[config.mk]
export PLATFORM = sky130hd
export DESIGN_NAME = chan0_config_regs
export DESIGN_NICKNAME = d
export VERILOG_FILES = /design/src/chan0_pkg.sv /design/src/chan0_config_regs.sv /design/src/chan0_route_decode.sv
export VERILOG_INCLUDE_DIRS = /design/src
export SDC_FILE = /design/constraint.sdc
export NUM_CORES = 1
export LEC_CHECK = 0
export ABC_AREA = 1
export BUFFER_PORTS_ARGS = -buffer_cell sky130_fd_sc_hd__buf_2
export CAP_MARGIN = 20
export CORE_MARGIN = 2
export CORE_UTILIZATION = 30
export DETAILED_ROUTE_END_ITERATION = 10
export GPL_ROUTABILITY_DRIVEN = 0
export PLACE_DENSITY = 0.51
export SLEW_MARGIN = 20
export SYNTH_ARGS = -nofsm -noshare
export SYNTH_HDL_FRONTEND = slang
export SYNTH_SLANG_ARGS = --single-unit
[constraint.sdc]
create_clock -name aclk -period 3.66 [get_ports aclk]
set_clock_uncertainty 0.2 [all_clocks]
set_input_delay 0.366 -clock aclk [delete_from_list [all_inputs] [get_ports aclk]]
set_output_delay 0.366 -clock aclk [all_outputs]
set_load 0.1 [all_outputs]
[src/chan0_consts.svh]
// Purpose: Named offsets, field positions, masks and reset values for channel 0 registers
// Assumes: Included by bare name from the package and the register modules
// Notes: Register indices are word indices; the byte address is four times the index
`ifndef CHAN0_CONSTS_SVH
`define CHAN0_CONSTS_SVH

// Word indices of the channel 0 registers
`define CHAN0_CFG_IDX 6'h09
`define CHAN0_OFF_HI_IDX 6'h0a
`define CHAN0_OFF_LO_IDX 6'h0b
`define CHAN0_GAIN_HI_IDX 6'h0c
`define CHAN0_GAIN_LO_IDX 6'h0d

// Storage slots inside the register array
`define SLOT_CFG 0
`define SLOT_OFF_HI 1
`define SLOT_OFF_LO 2
`define SLOT_GAIN_HI 3
`define SLOT_GAIN_LO 4
`define NUM_REGS 5

// Field positions
`define PHASE_MSB 15
`define PHASE_LSB 6
`define RSVD_MSB 5
`define RSVD_LSB 3
`define DCDIS_BIT 2
`define SEL_MSB 1
`define SEL_LSB 0
`define LOW_MSB 15
`define LOW_LSB 8

// Writable bit masks, reserved bits cleared
`define CFG_MASK 16'hffc7
`define FULL_MASK 16'hffff
`define LOW_MASK 16'hff00

// Reset values
`define CFG_RST 16'h0000
`define OFF_HI_RST 16'h0000
`define OFF_LO_RST 16'h0000
`define GAIN_HI_RST 16'h8000
`define GAIN_LO_RST 16'h0000

// Bus answers and misc values
`define RESP_OKAY 2'h0
`define RESP_DECERR 2'h3
`define DC_COEFF_OFF 4'h0
`define ROUTE_NORMAL 4'h1

`endif

[src/chan0_pkg.sv]
// Purpose: Types shared by the channel 0 register bank and its decoder
// Assumes: Constants come from chan0_consts.svh
// Notes: Settings travel as one packed struct
package chan0_pkg;
  `include "chan0_consts.svh"

  typedef enum logic [1:0] {
    SEL_NORMAL = 2'h0,
    SEL_SHORTED = 2'h1,
    SEL_POS_TEST = 2'h2,
    SEL_NEG_TEST = 2'h3
  } input_select_t;

  typedef struct packed {
    logic [9:0] phase_delay;
    logic dc_filter_disable;
    input_select_t input_select;
    logic [23:0] offset_cal;
    logic [23:0] gain_cal;
  } chan0_settings_t;

  typedef enum logic [1:0] {
    WR_IDLE = 2'b01,
    WR_RESP = 2'b10
  } wr_state_t;

  typedef enum logic [1:0] {
    RD_IDLE = 2'b01,
    RD_DATA = 2'b10
  } rd_state_t;
endpackage : chan0_pkg

[src/chan0_config_regs.sv]
// Purpose: AXI4-Lite register bank for channel 0 configuration and calibration
// Assumes: One write and one read under way at most; global coefficient is on aclk
// Notes: Unmapped or unaligned addresses answer DECERR and read as zero
// Contract
// Config bits 15:6 hold signed ten-bit phase delay in modulator cycles.
// Config bit 2 set disables this channel's DC filter; clear leaves global control.
// Config bits 1:0 pick normal, shorted, positive or negative test input.
// Config register resets to zero.
// Upper offset register holds offset bits 23:8, resets to zero.
// Lower offset register bits 15:8 hold offset bits 7:0; 7:0 reserved.
// Upper gain register holds gain bits 23:8 across all sixteen bits.
// Upper gain register resets to 8000h.
// Lower gain register bits 15:8 hold gain bits 7:0; 7:0 reserved.
// Global coefficient zero disables DC filter regardless of channel bit.
// Reserved bits read zero; software writes zeros.
//
// The AXI4-Lite slave port is this design's own decision.
`timescale 1ns/1ps
`include "chan0_consts.svh"
module chan0_config_regs #(
  parameter int ADDR_W = 8
) (
  input wire logic aclk,
  input wire logic aresetn,
  input wire logic aclk_en,
  input wire logic [ADDR_W-1:0] s_axi_awaddr,
  input wire logic s_axi_awvalid,
  output logic s_axi_awready,
  input wire logic [31:0] s_axi_wdata,
  input wire logic [3:0] s_axi_wstrb,
  input wire logic s_axi_wvalid,
  output logic s_axi_wready,
  output logic [1:0] s_axi_bresp,
  output logic s_axi_bvalid,
  input wire logic s_axi_bready,
  input wire logic [ADDR_W-1:0] s_axi_araddr,
  input wire logic s_axi_arvalid,
  output logic s_axi_arready,
  output logic [31:0] s_axi_rdata,
  output logic [1:0] s_axi_rresp,
  output logic s_axi_rvalid,
  input wire logic s_axi_rready,
  input wire logic [3:0] global_dc_filter_coeff,
  output chan0_pkg::chan0_settings_t settings,
  output logic dc_filter_active,
  output logic [3:0] input_route
);
  import chan0_pkg::*;

  localparam int NR = `NUM_REGS;
  localparam logic [5:0] REG_INDEX [NR] = '{`CHAN0_CFG_IDX, `CHAN0_OFF_HI_IDX, `CHAN0_OFF_LO_IDX,
                                            `CHAN0_GAIN_HI_IDX, `CHAN0_GAIN_LO_IDX};
  localparam logic [15:0] REG_MASK [NR] = '{`CFG_MASK, `FULL_MASK, `LOW_MASK,
                                           `FULL_MASK, `LOW_MASK};
  localparam logic [15:0] REG_RESET [NR] = '{`CFG_RST, `OFF_HI_RST, `OFF_LO_RST,
                                            `GAIN_HI_RST, `GAIN_LO_RST};

  // Shared address decode for both channels; no match means unmapped
  function automatic logic [NR-1:0] decode_sel(input logic [ADDR_W-1:0] addr);
    decode_sel = '0;
    for (int i = 0; i < NR; i++) begin
      if (addr[1:0] == 2'h0 && addr[ADDR_W-1:2] == (ADDR_W-2)'(REG_INDEX[i])) begin
        decode_sel[i] = 1'b1;
      end
    end
  endfunction : decode_sel

  logic [15:0] regs_reg [NR];
  logic [15:0] regs_next [NR];

  wr_state_t wr_state_reg, wr_state_next;
  logic aw_held_reg, aw_held_next;
  logic w_held_reg, w_held_next;
  logic [ADDR_W-1:0] aw_addr_reg, aw_addr_next;
  logic [31:0] w_data_reg, w_data_next;
  logic [3:0] w_strb_reg, w_strb_next;
  logic [1:0] bresp_reg, bresp_next;
  logic aw_take, w_take, wr_fire;
  logic [ADDR_W-1:0] wr_addr;
  logic [31:0] wr_data;
  logic [3:0] wr_strb;
  logic [NR-1:0] wr_sel;

  rd_state_t rd_state_reg, rd_state_next;
  logic [31:0] rdata_reg, rdata_next;
  logic [1:0] rresp_reg, rresp_next;
  logic ar_take;
  logic [NR-1:0] rd_sel;

  // Address and data are taken in either order and held until both are in
  always_comb begin
    s_axi_awready = aclk_en && !aw_held_reg && (wr_state_reg == WR_IDLE);
    s_axi_wready = aclk_en && !w_held_reg && (wr_state_reg == WR_IDLE);
    aw_take = s_axi_awvalid && s_axi_awready;
    w_take = s_axi_wvalid && s_axi_wready;
    wr_addr = aw_held_reg ? aw_addr_reg : s_axi_awaddr;
    wr_data = w_held_reg ? w_data_reg : s_axi_wdata;
    wr_strb = w_held_reg ? w_strb_reg : s_axi_wstrb;
    wr_fire = aclk_en && (wr_state_reg == WR_IDLE) && (aw_held_reg || aw_take)
              && (w_held_reg || w_take);
    wr_sel = decode_sel(wr_addr);
  end

  // Write channel next state
  always_comb begin
    wr_state_next = wr_state_reg;
    aw_held_next = aw_held_reg;
    w_held_next = w_held_reg;
    aw_addr_next = aw_addr_reg;
    w_data_next = w_data_reg;
    w_strb_next = w_strb_reg;
    bresp_next = bresp_reg;
    if (aw_take) begin
      aw_held_next = 1'b1;
      aw_addr_next = s_axi_awaddr;
    end
    if (w_take) begin
      w_held_next = 1'b1;
      w_data_next = s_axi_wdata;
      w_strb_next = s_axi_wstrb;
    end
    case (wr_state_reg)
      WR_IDLE: begin
        if (wr_fire) begin
          aw_held_next = 1'b0;
          w_held_next = 1'b0;
          bresp_next = (wr_sel == '0) ? `RESP_DECERR : `RESP_OKAY;
          wr_state_next = WR_RESP;
        end
      end
      WR_RESP: begin
        if (s_axi_bready) begin
          wr_state_next = WR_IDLE;
        end
      end
      default: wr_state_next = WR_IDLE;
    endcase
  end

  // Write channel registers; reset wins over the clock enable
  always_ff @(posedge aclk) begin
    if (!aresetn) begin
      wr_state_reg <= WR_IDLE;
      aw_held_reg <= 1'b0;
      w_held_reg <= 1'b0;
      aw_addr_reg <= '0;
      w_data_reg <= '0;
      w_strb_reg <= '0;
      bresp_reg <= `RESP_OKAY;
    end else if (aclk_en) begin
      wr_state_reg <= wr_state_next;
      aw_held_reg <= aw_held_next;
      w_held_reg <= w_held_next;
      aw_addr_reg <= aw_addr_next;
      w_data_reg <= w_data_next;
      w_strb_reg <= w_strb_next;
      bresp_reg <= bresp_next;
    end
  end

  assign s_axi_bvalid = (wr_state_reg == WR_RESP);
  assign s_axi_bresp = bresp_reg;

  // One storage word per register; byte lanes 0 and 1 carry the 16 bits
  for (genvar g = 0; g < NR; g++) begin : g_reg
    always_comb begin
      regs_next[g] = regs_reg[g];
      if (wr_fire && wr_sel[g]) begin
        if (wr_strb[0]) begin
          regs_next[g][7:0] = wr_data[7:0];
        end
        if (wr_strb[1]) begin
          regs_next[g][15:8] = wr_data[15:8];
        end
        regs_next[g] = regs_next[g] & REG_MASK[g];
      end
    end

    // Reset values differ per register
    always_ff @(posedge aclk) begin
      if (!aresetn) begin
        regs_reg[g] <= REG_RESET[g];
      end else if (aclk_en) begin
        regs_reg[g] <= regs_next[g];
      end
    end
  end

  // Read channel: one read at a time, data registered
  always_comb begin
    s_axi_arready = aclk_en && (rd_state_reg == RD_IDLE);
    ar_take = s_axi_arvalid && s_axi_arready;
    rd_sel = decode_sel(s_axi_araddr);
    rd_state_next = rd_state_reg;
    rdata_next = rdata_reg;
    rresp_next = rresp_reg;
    case (rd_state_reg)
      RD_IDLE: begin
        if (ar_take) begin
          rdata_next = '0;
          for (int i = 0; i < NR; i++) begin
            if (rd_sel[i]) begin
              rdata_next = 32'(regs_reg[i]);
            end
          end
          rresp_next = (rd_sel == '0) ? `RESP_DECERR : `RESP_OKAY;
          rd_state_next = RD_DATA;
        end
      end
      RD_DATA: begin
        if (s_axi_rready) begin
          rd_state_next = RD_IDLE;
        end
      end
      default: rd_state_next = RD_IDLE;
    endcase
  end

  // Read channel registers
  always_ff @(posedge aclk) begin
    if (!aresetn) begin
      rd_state_reg <= RD_IDLE;
      rdata_reg <= '0;
      rresp_reg <= `RESP_OKAY;
    end else if (aclk_en) begin
      rd_state_reg <= rd_state_next;
      rdata_reg <= rdata_next;
      rresp_reg <= rresp_next;
    end
  end

  assign s_axi_rvalid = (rd_state_reg == RD_DATA);
  assign s_axi_rdata = rdata_reg;
  assign s_axi_rresp = rresp_reg;

  // Settings view; 24-bit words joined from upper and lower registers
  always_comb begin
    settings.phase_delay = regs_reg[`SLOT_CFG][`PHASE_MSB:`PHASE_LSB];
    settings.dc_filter_disable = regs_reg[`SLOT_CFG][`DCDIS_BIT];
    settings.input_select = input_select_t'(regs_reg[`SLOT_CFG][`SEL_MSB:`SEL_LSB]);
    settings.offset_cal = {regs_reg[`SLOT_OFF_HI], regs_reg[`SLOT_OFF_LO][`LOW_MSB:`LOW_LSB]};
    settings.gain_cal = {regs_reg[`SLOT_GAIN_HI], regs_reg[`SLOT_GAIN_LO][`LOW_MSB:`LOW_LSB]};
  end

  // Routing and filter enable come out registered
  chan0_route_decode u_route (
    .aclk(aclk),
    .aresetn(aresetn),
    .aclk_en(aclk_en),
    .settings(settings),
    .global_dc_filter_coeff(global_dc_filter_coeff),
    .dc_filter_active(dc_filter_active),
    .input_route(input_route)
  );
endmodule : chan0_config_regs

[src/chan0_route_decode.sv]
// Purpose: Registers the effective DC-filter enable and one-hot input routing for channel 0
// Assumes: Settings and global coefficient come from logic on aclk
// Notes: Outputs lag the settings by one enabled clock
`timescale 1ns/1ps
`include "chan0_consts.svh"
module chan0_route_decode (
  input wire logic aclk,
  input wire logic aresetn,
  input wire logic aclk_en,
  input wire chan0_pkg::chan0_settings_t settings,
  input wire logic [3:0] global_dc_filter_coeff,
  output logic dc_filter_active,
  output logic [3:0] input_route
);
  import chan0_pkg::*;

  logic dc_active_reg, dc_active_next;
  logic [3:0] route_reg, route_next;

  // Global zero coefficient overrides the per-channel bit
  always_comb begin
    dc_active_next = (global_dc_filter_coeff != `DC_COEFF_OFF)
                     && !settings.dc_filter_disable;
    route_next = `ROUTE_NORMAL << settings.input_select;
  end

  // Frozen while the clock enable is low
  always_ff @(posedge aclk) begin
    if (!aresetn) begin
      dc_active_reg <= 1'b0;
      route_reg <= `ROUTE_NORMAL;
    end else if (aclk_en) begin
      dc_active_reg <= dc_active_next;
      route_reg <= route_next;
    end
  end

  assign dc_filter_active = dc_active_reg;
  assign input_route = route_reg;
endmodule : chan0_route_decode

### Word-level counts from Yosys, hierarchy flattened

Memory sizes are Yosys's and may differ from the RTL's.
Index checks and enable logic that the tools add are counted.

| word-level totals | value |
|---|---|
| memory bits (writable) | 80 |
| memories | 1 |
| output and inout bits | 107 |
| flip-flop bits (word level) | 73 |

| cells by class | value |
|---|---|
| muxes and demuxes | 54 |
| bitwise gates (word level) | 5 |
| reduce and logical (&&, ||, !) cells | 43 |
| eq/ne operators | 18 |
| shift operators | 1 |

Memories:

| name | words | width | read ports | clocked after Yosys merged registers in | wr ports | RTL line | text |
|---|---|---|---|---|---|---|---|
| regs_reg | 5 | 16 | 5 | 0 | 5 | chan0_config_regs.sv:68 | `logic [15:0] regs_reg [NR];` |

Operators by type and width:

| cell | number |
|---|---|
| 2-to-1 mux 16 bit | 12 |
| 2-to-1 mux 32 bit | 4 |
| 2-to-1 mux 8 bit | 9 |
| equality test 6 x 4 -> 1 bit (second input constant) | 10 |
| logical AND 1 bit | 27 |
| 2-to-1 mux 1 bit | 20 |
| 2-to-1 mux 2 bit | 7 |
| AND reduction 3 bit | 4 |
| zero test 5 bit | 2 |
| case mux 2 bit (2 select lines) | 2 |
| bitwise OR 1 bit | 5 |
| equality test 2 x 1 -> 1 bit (second input constant) | 2 |
| equality test 2 bit (second input constant) | 2 |
| zero test 2 bit | 2 |
| != test 2 x 1 -> 1 bit (second input constant) | 2 |
| != test 2 bit (second input constant) | 2 |
| AND reduction 2 bit | 2 |
| nonzero test 4 bit | 1 |
| left shift 1 x 2 -> 4 bit (first input constant) | 1 |
| zero test 1 bit | 3 |
| logical OR 1 bit | 2 |

### Longest topological paths before layout

Gate-level depths: netlist of run 1.

| logic depth | value |
|---|---|
| depth in word-level cells | 10 |
| mapped depth | 10 |
| depth with buffers taken out | 10 |

### Modules after synthesis

Synthesis of run 1 repeated with hierarchy kept, for this count alone.

| second synthesis, totals | value |
|---|---|
| cells, all modules | 585 |
| area, all modules | 5217.5 sq um |

By module, submodules not included:

| module | sequential area each (sq um) | area each (sq um) | cells an instance | instances |
|---|---|---|---|---|
| chan0_config_regs | 2832.7 | 5012.3 | 558 | 1 |
| chan0_route_decode | 100.1 | 205.2 | 27 | 1 |

### Least setup slack after synthesis of run 1

Ideal clock, no wire load.

| path | value |
|---|---|
| kind | reg-to-reg |
| start | register wr_state_reg[1] |
| end | register wr_state_reg[0] |
| clock period less this slack | 2355 ps |
| arrival | 2037 ps |
| required time | 3342 ps |
| cell stages (with the launch flop) | 6 |
| setup slack | 1305 ps |
| cells stage by stage | dfxtp_1 -> inv_1 -> nor2_1 -> nand2_1 -> a21oi_1 -> nand2_1 |

RTL lines:

| element | RTL line | text |
|---|---|---|
| from (decl) | chan0_config_regs.sv:71 | `wr_state_t wr_state_reg, wr_state_next;` |
| from (signal assigned) | chan0_config_regs.sv:151 | `wr_state_reg <= wr_state_next;` |
| equality test 2 bit (*) | - |  |
| named net s_axi_bvalid | chan0_config_regs.sv:34 | `output logic s_axi_bvalid,` |
| != test 2 x 1 -> 1 bit (no line) | - |  |
| AND reduction 3 bit (no line) | - |  |

The timed path passes the listed nets; every way through them passes the cells marked *.
A chain may end at the register's enable or synchronous reset.

==> impl.org, run 1 <==
** Status
- Run status :: finished clean

** Clock tree
- The clock drives 116 sinks.
- Post-CTS Hold Buffers :: 0
- Clock tree from TritonCTS :: done
- After clock tree synthesis, the repair step resized 0 gates.
- No sink is reached through more buffers than the 2 on the longest clock path.
- Counting the buffers created by CTS gives 17.
- Clock-pin slew was measured on the worst setup and hold paths at 60 ps.
- Library cell used as clock root buffer :: clkbuf_16
- Number of setup buffers added after CTS :: 0
- Clk Latency, worst-skew pair :: 410 ps
- H-tree lvl count :: 4

** Global routing
- The initial antenna violation count was 1.
- For this run the aggregate overflow at the end of global routing stands at 0.
- The first global-routing pass estimated 22,870 um of wire.
- Maximum number of pins on one net before global-route repair :: 28
- For this run, the total global-route usage over all layers was measured as 0.1664.
- The via count of the first global-routing pass came to 4,191.

** Cells and area
- The filler cells instantiated in the layout total 1,756.
- Antenna fix cells :: 0
- The net count of the finished layout is 773.
- Compared with the post-synthesis result, the final layout area differs by 26.73%.
- Number of flip-flops under the largest register name :: 61
- The library cells used most frequently in the layout, excluding fill and tap cells, are 136 x buf_2, 119 x nand2_1, 61 x edfxtp_1.
- Total area of multi-input combinational cells :: around 1800 um^2
- Number of standard cells in the layout, taps in and fillers out :: roughly 950
- Register Area :: between 2000 and 3000 um^2
- Most common cell after layout, fill and taps aside :: buf_2
- Fraction of layout cells with a size suffix above 1 :: 0.2853

** Setup path
- Startpoint-to-endpoint class of the critical path :: reg -> reg
- Worst R2R Path Depth :: 7
- At the worst endpoint, the required time is 3490 ps.
- The worst setup path is launched from a register.
- In this run the worst setup path begins at aw_held_reg$_SDFFE_PN0P_.
- The slowest stage of the critical path is the a21oi_1 cell.
- Beginning of the worst register-to-register path :: aw_held_reg$_SDFFE_PN0P_
- For this run, the slowest stage of the critical path takes 780 ps.
- STA classifies the critical path endpoint as a register.
- Most frequent CP cell :: nand2_1
- Highest net fanout along the worst path :: 10
- Worst EP arrival :: between 2000 and 2500 ps
- List of cells traversed by the critical path :: inv_2 -> nand2_1 -> nand2_1 -> nand3b_1 -> nor2_1 -> nand2_1 -> a21oi_1

** Detailed routing
- The detailed router finished its first iteration with a little under 400 violations.
- Detailed-router iteration count before antenna repair :: 5
- Count of nets left with antenna violations after detail routing :: 0
- Aggregate routed wire length :: 14,980 um
- In the routed design, unresolved DRC markers number 0.
- Detailed routing inserted a total of 4,455 vias.
- Dividing the detail-routed wire length by the instance count gives 15.81 um.
- Detailed-route vias per instance :: 4.704

** Synthesis
- For this run, the register share of the synthesized area comes to 0.5670.
- Cell count after synthesis :: 572
- Among all flip-flop cells after synthesis, the most frequent one is edfxtp_1.
- Count of cell types in the netlist :: 32
- Post-synthesis register bit count :: 116
- The synthesized netlist occupies a cell area of 5172 um^2.
- Dividing the synthesized area by the synthesized cell count gives 9.043 um^2.
- Count of flip-flops with a built-in enable after synthesis :: 61
- Of all flip-flops after synthesis, the portion carrying an async set or reset was 0.
- Count of synthesis-stage warnings from yosys :: 0

** Floorplanning
- Ports placed on the boundary :: between 150 and 200
- The floorplan step set the die height to 135.3 um.
- Effective utilization at floorplan :: 0.3033
- Placeable core area :: between 15,000 and 20,000 um^2
- The die covers 18,310 um^2.
- Number of standard-cell rows in the floorplan :: 48
- The die is 135.3 um wide.

** Worst hold path
- Worst hold path class :: in -> reg
- Min-Delay Path Depth :: 3
- The worst hold path begins at s_axi_awaddr[6].

** Timing
- Derived from the worst setup path, the maximum achievable clock frequency is 382.9 MHz.
- RSZ-0062 raised after global routing :: no
- Transition time of the tightest slew-check pin :: 993.4 ps
- Measured against its own limit, the worst slew margin works out to 0.3377.
- Fin Setup TNS :: 0 ps
- Fin crit share :: 0.7135
- Final worst path period need :: 2611 ps
- Max-slew violation count :: 0
- Count of endpoints failing setup in the final report :: 0
- The number of endpoints with negative hold slack in the final report came to 0.

** Place
- Once placement completed, the tool counted placed cells totaling 915.
- IO Port Bufs :: ~140
- HPWL Detailed :: 10,890 um

** Power and ir drop
- Pwr Density :: 668.6 nW/um^2
- The completed layout was analyzed and its total power is about 4.4 mW.
- Peak ir drop on the vdd network :: 0.0003451 V
- Static leakage power :: around 2.8 nW

** Flow run
- Max-cap violations in this run came to 0.
## per-stage QoR
step                setup WS (ps)    util  hold WS [ps]  cell area [um^2]
floorplan                    1305       -         228.8              5229
global placement            949.3  0.3503         237.4              5974
detailed placement          870.9  0.3503         241.6              5974
CTS                         797.7  0.3841         16.09              6551
global route                798.2  0.3843         42.90              6555
finish                       1049  0.3843         40.07              6555
## cells by family after synthesis
logic type,synth area share
muxes,0.009676
AOI/OAI and AO/OA,0.1023
other,0.0007250
DFF,0.5670
and+or+nand+nor,0.2329
buffers and inverters,0.08733
## cells in the mapped netlist, types with 2 or more instances
cell type,instances,area (um^2)
nand3b_1,3,22.52
inv_1,36,135.1
nor2_1,52,195.2
inv_2,9,33.78
nand2_1,119,446.7
o21ai_1,14,70.07
nand4_1,11,68.82
o31ai_1,2,15.01
nand2_2,12,75.07
nor2_4,5,56.30
nor3_4,2,32.53
edfxtp_1,61,1832
a32o_1,3,30.03
nand3_1,48,240.2
nor2_2,3,18.77
nor3_1,7,35.03
mux2i_1,5,50.05
a21oi_1,56,280.3
buf_4,23,172.7
clkbuf_1,7,26.28
o21ai_0,21,105.1
buf_2,8,40.04
dfxtp_1,55,1101
buf_6,2,22.52
## final timing paths
kind,slack (ps),end
min,40,aw_addr_reg[6]$_SDFFE_PN0P_
max,1050,regs_reg[0][9]$_SDFFCE_PN0P_
max reg2reg,1050,regs_reg[0][9]$_SDFFCE_PN0P_
min reg2reg,250,w_data_reg[5]$_SDFFE_PN0P_
## power by group
group          total (mW)  internal (mW)  switching [mW]
combinational        1.17          0.176           0.989
clock                1.63           1.06           0.565
sequential           1.59           1.51          0.0756
## critical path: cells and delay by family, from the launching register on
| family | cells | cell delay [ps] |
|---|---|---|
| AOI/OAI and AO/OA | 1 | 780 |
| DFF | 1 | 550 |
| and+or+nand+nor | 5 | 550 |
| buffers and inverters | 1 | 130 |
## per-layer routing
metal,track usage,part of all wire
met5,0,0.00087
met4,0.06597,0.021
met3,0.04976,0.071
met2,0.2657,0.47
met1,0.2119,0.44
## cell type report
class	instances	area share
Sequential cell	116	0.4474
Multi-Input combinational cell	384	0.2819
Timing Repair Buffer	144	0.1130
Clock buffer	22	0.06776
Tap cell	225	0.04295
Inverter	46	0.02672
Clock inverter	10	0.02023
Note: power is estimated with default switching activity, not from simulation.
==> inputs of run 2 (changes only) <==
--- a/config.mk
+++ b/config.mk
@@ -6,7 +6,7 @@
 export SDC_FILE = /design/constraint.sdc
 export NUM_CORES = 1
 export LEC_CHECK = 0
-export ABC_AREA = 1
+export ABC_AREA = 0
 export BUFFER_PORTS_ARGS = -buffer_cell sky130_fd_sc_hd__buf_2
 export CAP_MARGIN = 20
 export CORE_MARGIN = 2
==> constraint.sdc (replaced) <==
create_clock -name aclk -period 2.6 [get_ports aclk]
set_clock_uncertainty 0.2 [all_clocks]
set_input_delay 0.26 -clock aclk [delete_from_list [all_inputs] [get_ports aclk]]
set_output_delay 0.26 -clock aclk [all_outputs]
set_load 0.1 [all_outputs]
==> impl.org, run 2 <==
** Floorplanning
- Die height :: 133.6 um (-1.2%)
- The starting density of the core was 0.3051 (+0.001884).
- The number of placed I/O pins came to 171 (unchanged).
- The die boundary width came to 133.6 um (-1.2%).
- The area of the core region is 16,520 um^2 (-3.1%).
- The total number of placement rows is 47 (-2.1%).
- Total Die Area :: 17,860 um^2 (-2.4%)

** Cells and area
- The number of filler instances in the final layout came to 1,605 (-8.6%).
- The number of flip-flops in the largest register came to 61 (unchanged).
- Register Area :: 2933 um^2 (unchanged)
- The net total in the final layout is 711 (-8.0%).
- The library cell used most frequently in the layout, excluding fill and tap cells, is buf_2.
- The final standard cell utilization of the core is 0.4201 (+0.03576).
- Leaving out fill and tap cells, the most frequent cells in the layout are 136 x buf_2, 61 x edfxtp_1, 58 x nand2_1.
- The number of antenna diodes came to 0 (unchanged).
- Relative to the synthesized area, the layout overhead comes to 37.67%.
- Fraction of layout cells with a size suffix above 1 :: 0.3061 (+0.02074)
- Total area of multi-input combinational cells :: 1926 um^2 (+4.2%)

** Clock tree
- The post-CTS repair timing setup buffer count was 0 (unchanged).
- CTS placed an instance of clkbuf_16 at the clock tree root.
- The total clock sinks was 116 (unchanged).
- TritonCTS built the clock tree.
- The H-tree level count is 4 (unchanged).
- The maximum root-to-sink buffer count came to 2 (unchanged).
- CTS Buf Count :: 17 (unchanged)
- Clk pin slew, worst setup/hold paths :: 50 ps (about the same)
- The clock latency of the later-clocked register in the worst-skew pair was 410 ps (about the same).

** Detailed routing
- Detailed-route vias per instance :: 4.703 (about the same)
- The number of design rule violations left after detail routing is 0 (unchanged).
- The remaining number of nets flagged by the antenna check after routing is 0 (unchanged).
- The routed length per instance came to 16.13 um (+2.0%).
- Routed vias :: 4,139 (-7.1%)
- The routed wire length was 14,200 um (-5.2%).
- The number of DRC violations after detailed-routing iteration 0 is 275 (-29%).
- The number of search-and-repair iterations in the first detailed-routing pass was 5 (unchanged).

** Timing
- Number of failing hold endpoints at the final stage :: 0 (unchanged)
- The worst-margin pin slew is 760.1 ps (-233.4 ps).
- Fin crit share :: 0.9754
- The remaining max-slew budget at the tightest pin came to 0.4918 (+0.1541).
- The count of pins over their slew limit is 0 (unchanged).
- Setup repair after global routing could not meet its margin everywhere.
- The number of endpoints failing setup at the final stage came to 0 (unchanged).
- Fmax :: 394.3 MHz
- Subtracting the final worst setup slack from the clock period gives 2536 ps.

** Setup path
- The critical path's largest stage delay came to 550 ps (-230 ps).
- The endpoint arrival time on the critical path was 2460 ps (+20 ps).
- Kind of launch point of the worst setup path :: input pin
- The critical path is of the in -> reg type.
- Beginning of the worst register-to-register path :: aw_held_reg$_SDFFE_PN0P_
- The worst endpoint required time was 2520 ps (-970 ps).
- List of cells traversed by the critical path :: dlygate4sd3_1 -> buf_2 -> or4b_1 -> a211oi_4 -> nand2_2 -> o41ai_1 -> buf_4
- Highest-delay cell along the critical path :: or4b_1
- Highest net fanout along the worst path :: 5 (-5)
- Tracing the worst setup path back leads to its startpoint at s_axi_awaddr[0].
- STA classifies the critical path endpoint as a register.

** Global routing
- The via count of the first global-routing pass is 4,038 (-3.7%).
- GR Layer Usage met1 :: 0.2008 (-0.01107)
- Top Usage Layer GRT :: met2
- Met2 layer usage reported by global route :: 0.2623 (-0.003338)
- Maximum number of pins on one net before global-route repair :: 32 (+14%)
- The overall track demand over capacity in global routing is 0.1587 (-0.007643).
- The wire length of the first global-routing pass was 21,650 um (-5.3%).
- The met3 routing resource usage after global routing was 0.04186 (-0.007900).
- Total congestion overflow :: 0 (unchanged)
- Antenna violations before repair :: 0 (-1)

** Synthesis
- The post-synthesis instance area is 5042 um^2 (-2.5%).
- The portion of synthesized cell area occupied by the leading cell type was 0.3633 (+0.009139).
- Post-synthesis register bit count :: 116 (unchanged)
- Largest cells by area after synthesis :: edfxtp_1 36%, dfxtp_1 22%, mux2i_1 8.5%, nand2_1 4.4%, a21oi_1 4.3%
- Count of synthesis-stage warnings from yosys :: 0 (unchanged)
- By count the netlist is led by 61 x edfxtp_1, 59 x nand2_1, 55 x dfxtp_1, 43 x a21oi_1, 43 x mux2i_1.
- The gate count after technology mapping came to 472 (-17%).
- Of all cell types, the one taking the most synthesized area is edfxtp_1.
- Post-synthesis average cell area :: 10.68 um^2 (+18%)
- Most used DFF post-synth :: edfxtp_1
- Count of cell types in the netlist :: 43 (+34%)
- Dominant cell by count in the synthesized netlist :: edfxtp_1
- The share of flip-flops with an asynchronous set or reset came to 0 (unchanged).
- The sequential share of the synthesized area came to 0.5816 (+0.01463).
- The number of enable flip-flop cells after synthesis was 61 (unchanged).

** Power and ir drop
- The maximum vdd drop came to 0.0004260 V (+23%).
- The power density over the cells is 823.2 nW/um^2 (+23%).
- The cell leakage power is 2.808 nW (-0.25%).
- The overall power came to 5.714 mW (+30%).

** Worst hold path
- In this run the most critical hold path is launched from s_axi_bready.
- The min-delay analysis places its worst path in the category in -> reg.

** Status
- The run finished with clean final reports.

** Flow run
- The number of max-capacitance violations reported came to 0 (unchanged).

** Place
- The number of buffers added on ports came to 136 (unchanged).
- HPWL Detailed :: 10,340 um (-5.0%)
## run 2: changes by cell type after synthesis, sizes merged, moves of 6 or more
cell,delta
a21oi,-14
a22o,+7
a22oi,+8
buf,-6
clkbuf,+12
inv,-42
mux2i,+38
nand2,-72
nand3,-38
nand4,-11
nor2,-18
nor2b,+7
o21ai,-7
o22ai,+9
## run 2: cell type report
cell class,instances,share of cell area
inverters,5,0.002704
flip-flops and latches,116,0.4225
multi-input cells,319,0.2774
clock buffers,19,0.06525
well taps,220,0.03965
clock inverters,13,0.02596
repair buffers,188,0.1665
## run 2: critical path: cells and delay by family
family	cells	cell delay [ps]
AND/OR/NAND/NOR	2	680
buffers and inverters	3	870
AO/OA/AOI/OAI	2	640
## run 2: metal layers
metal  vias to the layer above  routed length (um)  share of wire
met1                      1968                6339           0.45
met5                         -                   0              0
li1                       2021                   -              -
met2                       134                6972           0.49
met4                         0                 183          0.013
met3                        16                 702          0.049
## run 2: final timing paths
path / depth (start not counted) / slack, ps / endpoint
setup / recovery: 7 / 60 / regs_reg[0][1]$_SDFFCE_PN0P_
hold / removal: 4 / 20 / wr_state_reg[1]$_SDFFE_PN0P_
setup reg to reg: 5 / 210 / regs_reg[0][1]$_SDFFCE_PN0P_
hold reg to reg: 2 / 250 / s_axi_rdata[0]$_SDFFE_PN0P_
## run 2: power by group
| part | internal [mW] | switching (mW) | total (mW) |
|---|---|---|---|
| Clock | 1.65 | 0.831 | 2.48 |
| Combinational | 0.228 | 0.912 | 1.14 |
| Sequential | 2.03 | 0.0616 | 2.09 |
| Total | 3.91 | 1.80 | 5.71 |
## run 2: through the flow
step | setup WS [ps] | TNS (ps) | hold WS [ps] | instance area, um^2 | std cells
6_report | 64.07 | 0 | 19.64 | 6942 | 880
4_1_cts | 61.89 | 0 | 4.104 | 6920 | 880
5_1_grt | -9.083 | -35.66 | 31.75 | 6942 | 880
2_1_floorplan | 114.7 | 0 | 196.0 | 5109 | 487
3_3_place_gp | 203.5 | 0 | 241.0 | 5997 | 819
3_5_place_dp | 175.2 | 0 | 247.8 | 5997 | 819
## run 2: logic make-up after synthesis
family / synth area share
simple gates: 0.1434
mux: 0.08759
flops: 0.5816
compound gates: 0.1318
other cells: 0.0007437
buf+inv: 0.05484
## run 2: what timing repair did
| item | CTS | global route |
|---|---|---|
| endpoints found under the setup margin | 0 | 13 |
| resized for setup | 0 | 3 |
| hold buffers | 29 | 0 |
| endpoints found under the hold margin | 29 | 0 |
